**src/core/ifm_cfg.svh**
```systemverilog
// offsets, field positions, reset values of the input function mapper
`ifndef IFM_CFG_SVH
`define IFM_CFG_SVH

`define IFM_NUM_TERM        8
`define IFM_CODE_W          6
`define IFM_NUM_FUNC        64

`define IFM_ADR_FSEL_BASE   6'h00
`define IFM_ADR_LOGIC       6'h08
`define IFM_ADR_TERM_STATE  6'h09
`define IFM_ADR_FUNC_LO     6'h0a
`define IFM_ADR_FUNC_HI     6'h0b

`define IFM_FSEL_RST_PACKED {6'h18, 6'h12, 6'h10, 6'h32, 6'h31, 6'h30, 6'h04, 6'h03}
`define IFM_LOGIC_RST       8'h00

`define IFM_FN_EXCITE_CTRL  6'h11
`define IFM_FN_ALARM_RESET  6'h18
`define IFM_FN_POS_PRESET   6'h19
`define IFM_FN_ABS_ERR_CLR  6'h1a
`define IFM_FN_OP_LOCK_REL  6'h1b

`define IFM_FN_MOTION_LO    6'h01
`define IFM_FN_MOTION_HI    6'h0d
`define IFM_FN_STOP_LO      6'h10
`define IFM_FN_STOP_HI      6'h12
`define IFM_FN_RESET_LO     6'h18
`define IFM_FN_RESET_HI     6'h1b
`define IFM_FN_DATA_LO      6'h20
`define IFM_FN_DATA_HI      6'h35

`endif

```
**src/core/ifm_pkg.sv**
```systemverilog
// types of the input function mapper
package ifm_pkg;
   typedef logic [5:0]  ifm_code_t;
   typedef logic [63:0] ifm_func_vec_t;
   typedef enum logic [1:0] {IFM_BUS_IDLE, IFM_BUS_FETCH, IFM_BUS_ANSWER} ifm_bus_state_t;
endpackage

```
**src/core/ifm_code_store.sv**
```systemverilog
// storage of the per-terminal function codes
`timescale 1ns/10ps
`default_nettype none
`include "ifm_cfg.svh"
module ifm_code_store
   import ifm_pkg::*;
(
   input  wire logic        clk_i,
   input  wire logic        rst_i,
   input  wire logic        wr_en_i,
   input  wire logic [2:0]  wr_idx_i,
   input  wire ifm_code_t   wr_data_i,
   input  wire logic [2:0]  rd_idx_i,
   output ifm_code_t        rd_data_o,
   output logic [47:0]      codes_o
);
   logic [47:0] codes_ff;
   logic [47:0] nxt_codes;
   ifm_code_t   rd_data_ff;
   ifm_code_t   nxt_rd_data;

   always_comb
   begin
      nxt_codes = codes_ff;
      if (wr_en_i)
      begin
         nxt_codes[wr_idx_i*6 +: 6] = wr_data_i;
      end
      nxt_rd_data = codes_ff[rd_idx_i*6 +: 6];
   end

   always_ff @(posedge clk_i)
   begin
      if (rst_i)
      begin
         codes_ff   <= `IFM_FSEL_RST_PACKED;
         rd_data_ff <= 6'h00;
      end
      else
      begin
         codes_ff   <= nxt_codes;
         rd_data_ff <= nxt_rd_data;
      end
   end

   assign rd_data_o = rd_data_ff;
   assign codes_o   = codes_ff;
endmodule
`default_nettype wire

```
**src/core/ifm_input_function_mapper.sv**
```systemverilog
// input function mapper: terminals to internal functions, wishbone setup
//
// Notes on behaviour
// - per-terminal function code, documented reset defaults
// - function code decoded into numbered functions
// - shared function asserted when any terminal active
// - alarm reset, error clear fire active-to-inactive
// - position preset fires inactive-to-active
// - excitation, lock release on when unassigned
// - excitation, lock release: direct plus remote assignment needs both
// - per-terminal logic level, zero normally open
// - remote path is separate function source
`timescale 1ns/10ps
`default_nettype none
`include "ifm_cfg.svh"
module ifm_input_function_mapper
   import ifm_pkg::*;
(
   input  wire logic        clk_i,
   input  wire logic        rst_i,
   input  wire logic        wb_cyc_i,
   input  wire logic        wb_stb_i,
   input  wire logic        wb_we_i,
   input  wire logic [31:0] wb_adr_i,
   input  wire logic [3:0]  wb_sel_i,
   input  wire logic [31:0] wb_dat_i,
   output logic [31:0]      wb_dat_o,
   output logic             wb_ack_o,
   input  wire logic [7:0]  input_terminal_i,
   input  wire logic [63:0] remote_func_i,
   input  wire logic [63:0] remote_assigned_i,
   output logic [63:0]      func_active_o,
   output logic             alarm_reset_pulse_o,
   output logic             abs_position_error_clear_pulse_o,
   output logic             position_preset_pulse_o
);
   ifm_bus_state_t state_ff;
   ifm_bus_state_t nxt_state;
   logic           ack_ff;
   logic           nxt_ack;
   logic [31:0]    dat_ff;
   logic [31:0]    nxt_dat;
   logic [7:0]     logic_ff;
   logic [7:0]     nxt_logic;
   logic [5:0]     adr_word;
   logic           adr_ok;
   logic           fsel_wr;
   ifm_code_t      fsel_rd;
   logic [47:0]    codes;

   logic [7:0]     active_ff;
   logic [7:0]     nxt_active;
   ifm_func_vec_t  func_ff;
   ifm_func_vec_t  nxt_func;
   logic           alm_ff;
   logic           nxt_alm;
   logic           clr_ff;
   logic           nxt_clr;
   logic           pre_ff;
   logic           nxt_pre;
   ifm_func_vec_t  direct_hit;
   ifm_func_vec_t  direct_asg;
   ifm_func_vec_t  hit_vec [8];
   ifm_func_vec_t  asg_vec [8];

   function automatic logic code_listed(input ifm_code_t c);
      code_listed = (c >= `IFM_FN_MOTION_LO && c <= `IFM_FN_MOTION_HI) ||
                    (c >= `IFM_FN_STOP_LO && c <= `IFM_FN_STOP_HI) ||
                    (c >= `IFM_FN_RESET_LO && c <= `IFM_FN_RESET_HI) ||
                    (c >= `IFM_FN_DATA_LO && c <= `IFM_FN_DATA_HI);
   endfunction

   assign adr_word = wb_adr_i[7:2];
   assign adr_ok   = (wb_adr_i[31:8] == 24'h000000) && (wb_adr_i[1:0] == 2'h0);
   assign fsel_wr  = (state_ff == IFM_BUS_IDLE) && wb_cyc_i && wb_stb_i && wb_we_i &&
                     wb_sel_i[0] && adr_ok && (adr_word[5:3] == 3'h0);

   ifm_code_store u_code_store
   (
      .clk_i     (clk_i),
      .rst_i     (rst_i),
      .wr_en_i   (fsel_wr),
      .wr_idx_i  (adr_word[2:0]),
      .wr_data_i (wb_dat_i[5:0]),
      .rd_idx_i  (adr_word[2:0]),
      .rd_data_o (fsel_rd),
      .codes_o   (codes)
   );

   // bus slave
   always_comb
   begin
      nxt_state = state_ff;
      nxt_ack   = 1'b0;
      nxt_dat   = dat_ff;
      nxt_logic = logic_ff;
      unique case (state_ff)
         IFM_BUS_IDLE:
         begin
            if (wb_cyc_i && wb_stb_i)
            begin
               nxt_state = IFM_BUS_FETCH;
               if (wb_we_i && wb_sel_i[0] && adr_ok && adr_word == `IFM_ADR_LOGIC)
               begin
                  nxt_logic = wb_dat_i[7:0];
               end
            end
         end
         IFM_BUS_FETCH:
         begin
            nxt_state = IFM_BUS_ANSWER;
            nxt_ack   = 1'b1;
            nxt_dat   = 32'h00000000;
            if (adr_ok && adr_word[5:3] == 3'h0)
            begin
               nxt_dat = {26'h0000000, fsel_rd};
            end
            else if (adr_ok && adr_word == `IFM_ADR_LOGIC)
            begin
               nxt_dat = {24'h000000, logic_ff};
            end
            else if (adr_ok && adr_word == `IFM_ADR_TERM_STATE)
            begin
               nxt_dat = {24'h000000, active_ff};
            end
            else if (adr_ok && adr_word == `IFM_ADR_FUNC_LO)
            begin
               nxt_dat = func_ff[31:0];
            end
            else if (adr_ok && adr_word == `IFM_ADR_FUNC_HI)
            begin
               nxt_dat = func_ff[63:32];
            end
         end
         IFM_BUS_ANSWER:
         begin
            nxt_state = IFM_BUS_IDLE;
         end
      endcase
   end

   always_ff @(posedge clk_i)
   begin
      if (rst_i)
      begin
         state_ff <= IFM_BUS_IDLE;
         ack_ff   <= 1'b0;
         dat_ff   <= 32'h00000000;
         logic_ff <= `IFM_LOGIC_RST;
      end
      else
      begin
         state_ff <= nxt_state;
         ack_ff   <= nxt_ack;
         dat_ff   <= nxt_dat;
         logic_ff <= nxt_logic;
      end
   end

   // per-terminal decode
   genvar t;
   generate
      for (t = 0; t < 8; t = t + 1)
      begin : g_term
         logic [5:0] term_code;
         assign term_code  = codes[t*6 +: 6];
         assign asg_vec[t] = code_listed(term_code) ? (64'h1 << term_code) : 64'h0;
         assign hit_vec[t] = active_ff[t] ? asg_vec[t] : 64'h0;
      end
   endgenerate

   always_comb
   begin
      direct_hit = 64'h0;
      direct_asg = 64'h0;
      for (int i = 0; i < 8; i++)
      begin
         direct_hit = direct_hit | hit_vec[i];
         direct_asg = direct_asg | asg_vec[i];
      end
   end

   // function levels and edge pulses
   always_comb
   begin
      ifm_code_t fn_code;
      fn_code    = 6'h00;
      nxt_active = input_terminal_i ^ logic_ff;
      nxt_func   = direct_hit | remote_func_i;
      nxt_func[0] = 1'b0;
      for (int k = 0; k < 2; k++)
      begin
         fn_code = (k == 0) ? `IFM_FN_EXCITE_CTRL : `IFM_FN_OP_LOCK_REL;
         if (!direct_asg[fn_code])
         begin
            nxt_func[fn_code] = 1'b1;
         end
         else if (remote_assigned_i[fn_code])
         begin
            nxt_func[fn_code] = direct_hit[fn_code] & remote_func_i[fn_code];
         end
         else
         begin
            nxt_func[fn_code] = direct_hit[fn_code];
         end
      end
      nxt_alm = func_ff[`IFM_FN_ALARM_RESET] & ~nxt_func[`IFM_FN_ALARM_RESET];
      nxt_clr = func_ff[`IFM_FN_ABS_ERR_CLR] & ~nxt_func[`IFM_FN_ABS_ERR_CLR];
      nxt_pre = ~func_ff[`IFM_FN_POS_PRESET] & nxt_func[`IFM_FN_POS_PRESET];
   end

   always_ff @(posedge clk_i)
   begin
      if (rst_i)
      begin
         active_ff <= 8'h00;
         func_ff   <= 64'h0;
         alm_ff    <= 1'b0;
         clr_ff    <= 1'b0;
         pre_ff    <= 1'b0;
      end
      else
      begin
         active_ff <= nxt_active;
         func_ff   <= nxt_func;
         alm_ff    <= nxt_alm;
         clr_ff    <= nxt_clr;
         pre_ff    <= nxt_pre;
      end
   end

   assign wb_dat_o                         = dat_ff;
   assign wb_ack_o                         = ack_ff;
   assign func_active_o                    = func_ff;
   assign alarm_reset_pulse_o              = alm_ff;
   assign abs_position_error_clear_pulse_o = clr_ff;
   assign position_preset_pulse_o          = pre_ff;
endmodule
`default_nettype wire

```
**config.mk**
```make
export PLATFORM = sky130hd
export DESIGN_NAME = ifm_input_function_mapper
export DESIGN_NICKNAME = d
export VERILOG_FILES = /design/src/core/ifm_pkg.sv /design/src/core/ifm_code_store.sv /design/src/core/ifm_input_function_mapper.sv
export VERILOG_INCLUDE_DIRS = /design/src /design/src/core
export SDC_FILE = /design/constraint.sdc
export NUM_CORES = 1
export LEC_CHECK = 0
export BUFFER_PORTS_ARGS = -buffer_cell sky130_fd_sc_hd__buf_2
export CORE_MARGIN = 3
export CORE_UTILIZATION = 44
export DETAILED_ROUTE_END_ITERATION = 6
export HOLD_SLACK_MARGIN = 0.12
export PLACE_DENSITY = 0.69
export SLEW_MARGIN = 20
export SYNTH_ARGS = -nofsm -noshare
export SYNTH_HDL_FRONTEND = slang
export SYNTH_SLANG_ARGS = --single-unit
```
**constraint.sdc**
```tcl
create_clock -name clk_i -period 11.32 [get_ports clk_i]
set_input_delay 1.698 -clock clk_i [delete_from_list [all_inputs] [get_ports clk_i]]
set_output_delay 1.698 -clock clk_i [all_outputs]
set_load 0.01 [all_outputs]
```
==> results.toml <==
[sta]
max_freq_mhz = 164
final_max_slew_viol_count = 0
rsz0062_at_grt = "false"
setup_viol = 0
finalHoldViolCount = 0
setup_tns_ps = 0
fin_hold_ws_ps = 452
period_share_pct = 53.8
final.setup.worst_slack_ps = 5230
worst_pin_slew_ps = 1360
fin_crit_ps = 6090
finClkSkew_ps = 27.4
relSlewSlack_pct = 8.55

[final_layout]
utilization_pct = 53.1
antenna_cells = 0
drive_above_1_share_pct = 19.2
fill_cells = 2370
layout.nets = 1864
final_common_cell = "buf_2"
area_delta_synth_final_pct = 16.7
final_cell_mix = "buf_2 (216), dfxtp_1 (171), nor2_1 (158)"

[pwr]
vdd_drop_max_uv = 102
internal_power_uw = 995
clockPowerShare_pct = 40.4
p_sw_uw = 482
pwr-share-comb_pct = 16.7
power_leakage_nw = 4.87
powerDensity_nw_per_um2 = 112
fin_total_pwr_mw = 1.48
swShare_pct = 32.6
pwr-share-seq_pct = 42.9

[synth]
synth-edff-count = 0
syn-cell-area_um2 = 11200
ys_seq_elements = 171
synth_cell_types = 78
ys.flop_type = "dfxtp_1"
ys_seq_area_share_pct = 30.4
synth_nets = 1714
synthArstFlopShare_pct = 0
syn_inst = 1494
ys_warn_count = 0
synth_area_per_cell_um2 = 7.53

[routing]
num_vias = 14100
avgRoutedWirePerCell_um = 31.2
routed_via_density = 7.12
routed_wl_um = 61900
drc = 23
drt_iter0_markers = 2874
antenna_left = 0
firstDrtPassIters = 7

[cts]
cts_tree = "built"
clkSinkCount = 171
cts.htree.levels = 4
clkSlewWorstSetupHoldPaths_ps = 90
cts_hold_buf = 0
cts_root_buffer = "clkbuf_16"
clockBufferDepth = 2
cts_made_buffers = 17
worstSkewPairLatency_ps = 450
post_cts_buffers = 0
cts-resized-gates = 0

[setup_path]
cp.arrival_ps = 6400
critPathCaptureType = "flip-flop"
max_stage_delay_ps = 760
path_cells = "buf_2, ha_1, fa_1, xor2_1, buf_4, nor2_1, ha_1, inv_1, o31a_1, or4_1, mux2i_1, nor2_1"
required_ps = 11630
start_kind = "input port"
r2r_slack_ps = 7560
criticalPathCategory = "input port to flip-flop"
rr_worst_depth = 6
cp_slowest_cell = "ha_1"
r2r-end = "func_active_o[13]$_SDFF_PP0_"
r2r_start = "u_code_store.codes_o[43]$_SDFFE_PP0P_"
cp_max_fo = 27

[die]
start_util_pct = 45.5
coreArea_um2 = 24700
die_y_um = 166
die_w_um = 166
io_pins = 309
dieArea_um2 = 27500
std_cell_rows = 57

[placement]
gp_congestion = 1.19
port_buffers = 217
pre_cts_slack_ps = 4910
hpwl_um = 47400

[global_route]
globalRouteOverflowTotal = 0
grt_pass1_wl_um = 88900
grt_pass1_vias = 13200
antenna_found_initial = 3
grt_max_degree = 69
gr-usage-all-layers_pct = 42.7

[run_status]
status = "finished, violations left"
violations = "design-rule violations"

[min_path]
worstHoldStart = "wb_dat_o[8]$_SDFFE_PP0P_"
min_to = "wb_dat_o[8]$_SDFFE_PP0P_"
holdPathStages = 2
min_path_type = "flip-flop to flip-flop"

[run]
maxCapViolCount = 0
==> metrics by stage <==
stage | cell area [um^2] | std cells
2_1_floorplan | 11200 | 1494
3_3_place_gp | 12500 | 1949
3_5_place_dp | 12500 | 1949
4_1_cts | 13100 | 1981
5_1_grt | 13100 | 1981
6_report | 13100 | 1981
==> metal layers <==
metal	global-route usage [%]	part of all wire [%]	vias to the layer above
li1	-	-	5869
met1	55.5	37	6642
met2	61.6	40	1317
met3	19.3	17	274
met4	17.3	5.5	6
met5	0	0.058	-
==> registers in the layout, summed over array words and instances (netlist names), 2 cells and up <==
signal and cells:
wb_dat_o 32, active_ff 8, u_code_store.rd_data_o 6, state_ff 2
logic_ff 8, u_code_store.codes_o 48, func_active_o 63
==> synthesized netlist by cell type, types with 32 or more instances <==
library cell / instances / area (um^2)
a21oi_1: 72 / 360
a22oi_1: 32 / 240
a31oi_1: 32 / 200
clkbuf_1: 101 / 379
dfxtp_1: 171 / 3420
mux2i_1: 56 / 561
nand2_1: 154 / 578
nand2b_1: 46 / 288
nand3_1: 70 / 350
nor2_1: 159 / 597
nor2b_1: 46 / 288
nor3_1: 74 / 370
nor4_1: 42 / 263
o21ai_0: 56 / 280
o22ai_1: 47 / 294
==> layout make-up <==
cell class / instances / area [um^2] / area share (%)
clock buffers: 17 / 425 / 3.24
clock inverters: 15 / 171 / 1.31
multi-input cells: 1180 / 7300 / 55.6
inverters: 31 / 116 / 0.886
repair buffers: 243 / 1280 / 9.78
flip-flops and latches: 171 / 3420 / 26.1
well taps: 324 / 405 / 3.09
==> critical path, delay by kind of cell <==
family                   cells  cell delay (ps)
AO/OA/AOI/OAI                1              380
multiplexers                 1              190
AND/OR/NAND/NOR              3              690
XOR/XNOR                     1              370
buffers and inverters        3             1280
adder cells (fa/ha/maj)      3             1770
==> cells by family after synthesis <==
group           after synthesis  share of synthesized area, %
simple gates                711                          32.4
buf+inv                     143                          4.95
xor+xnor                     15                          1.17
flops                       171                          30.4
compound gates              374                          22.3
other cells                   1                        0.0333
fa+ha+maj                    11                          1.29
mux                          68                          7.39
==> how the worst max path moves through the flow <==
stage / startpoint / to / cells past startpoint
after floorplan: wb_adr_i[2] / u_code_store.codes_o[22]$_SDFFE_PP1P_ / 12
after global placement: wb_adr_i[2] / u_code_store.codes_o[4]$_SDFFE_PP0P_ / 12
after detailed placement: wb_adr_i[2] / u_code_store.codes_o[4]$_SDFFE_PP0P_ / 12
after CTS: wb_adr_i[2] / u_code_store.codes_o[5]$_SDFFE_PP0P_ / 12
after global routing: wb_adr_i[2] / u_code_store.codes_o[5]$_SDFFE_PP0P_ / 12
final: wb_adr_i[2] / u_code_store.codes_o[5]$_SDFFE_PP0P_ / 12
==> power by group through the flow <==
stage                     clock [mW]  sequential [mW]  combinational [mW]
after floorplan                    0            0.648               0.130
after global placement             0            0.646               0.230
after detailed placement           0            0.647               0.232
after CTS                      0.598            0.633               0.233
after global routing           0.625            0.635               0.258
final                          0.596            0.634               0.246
Note: power is estimated with default switching activity, not from simulation.
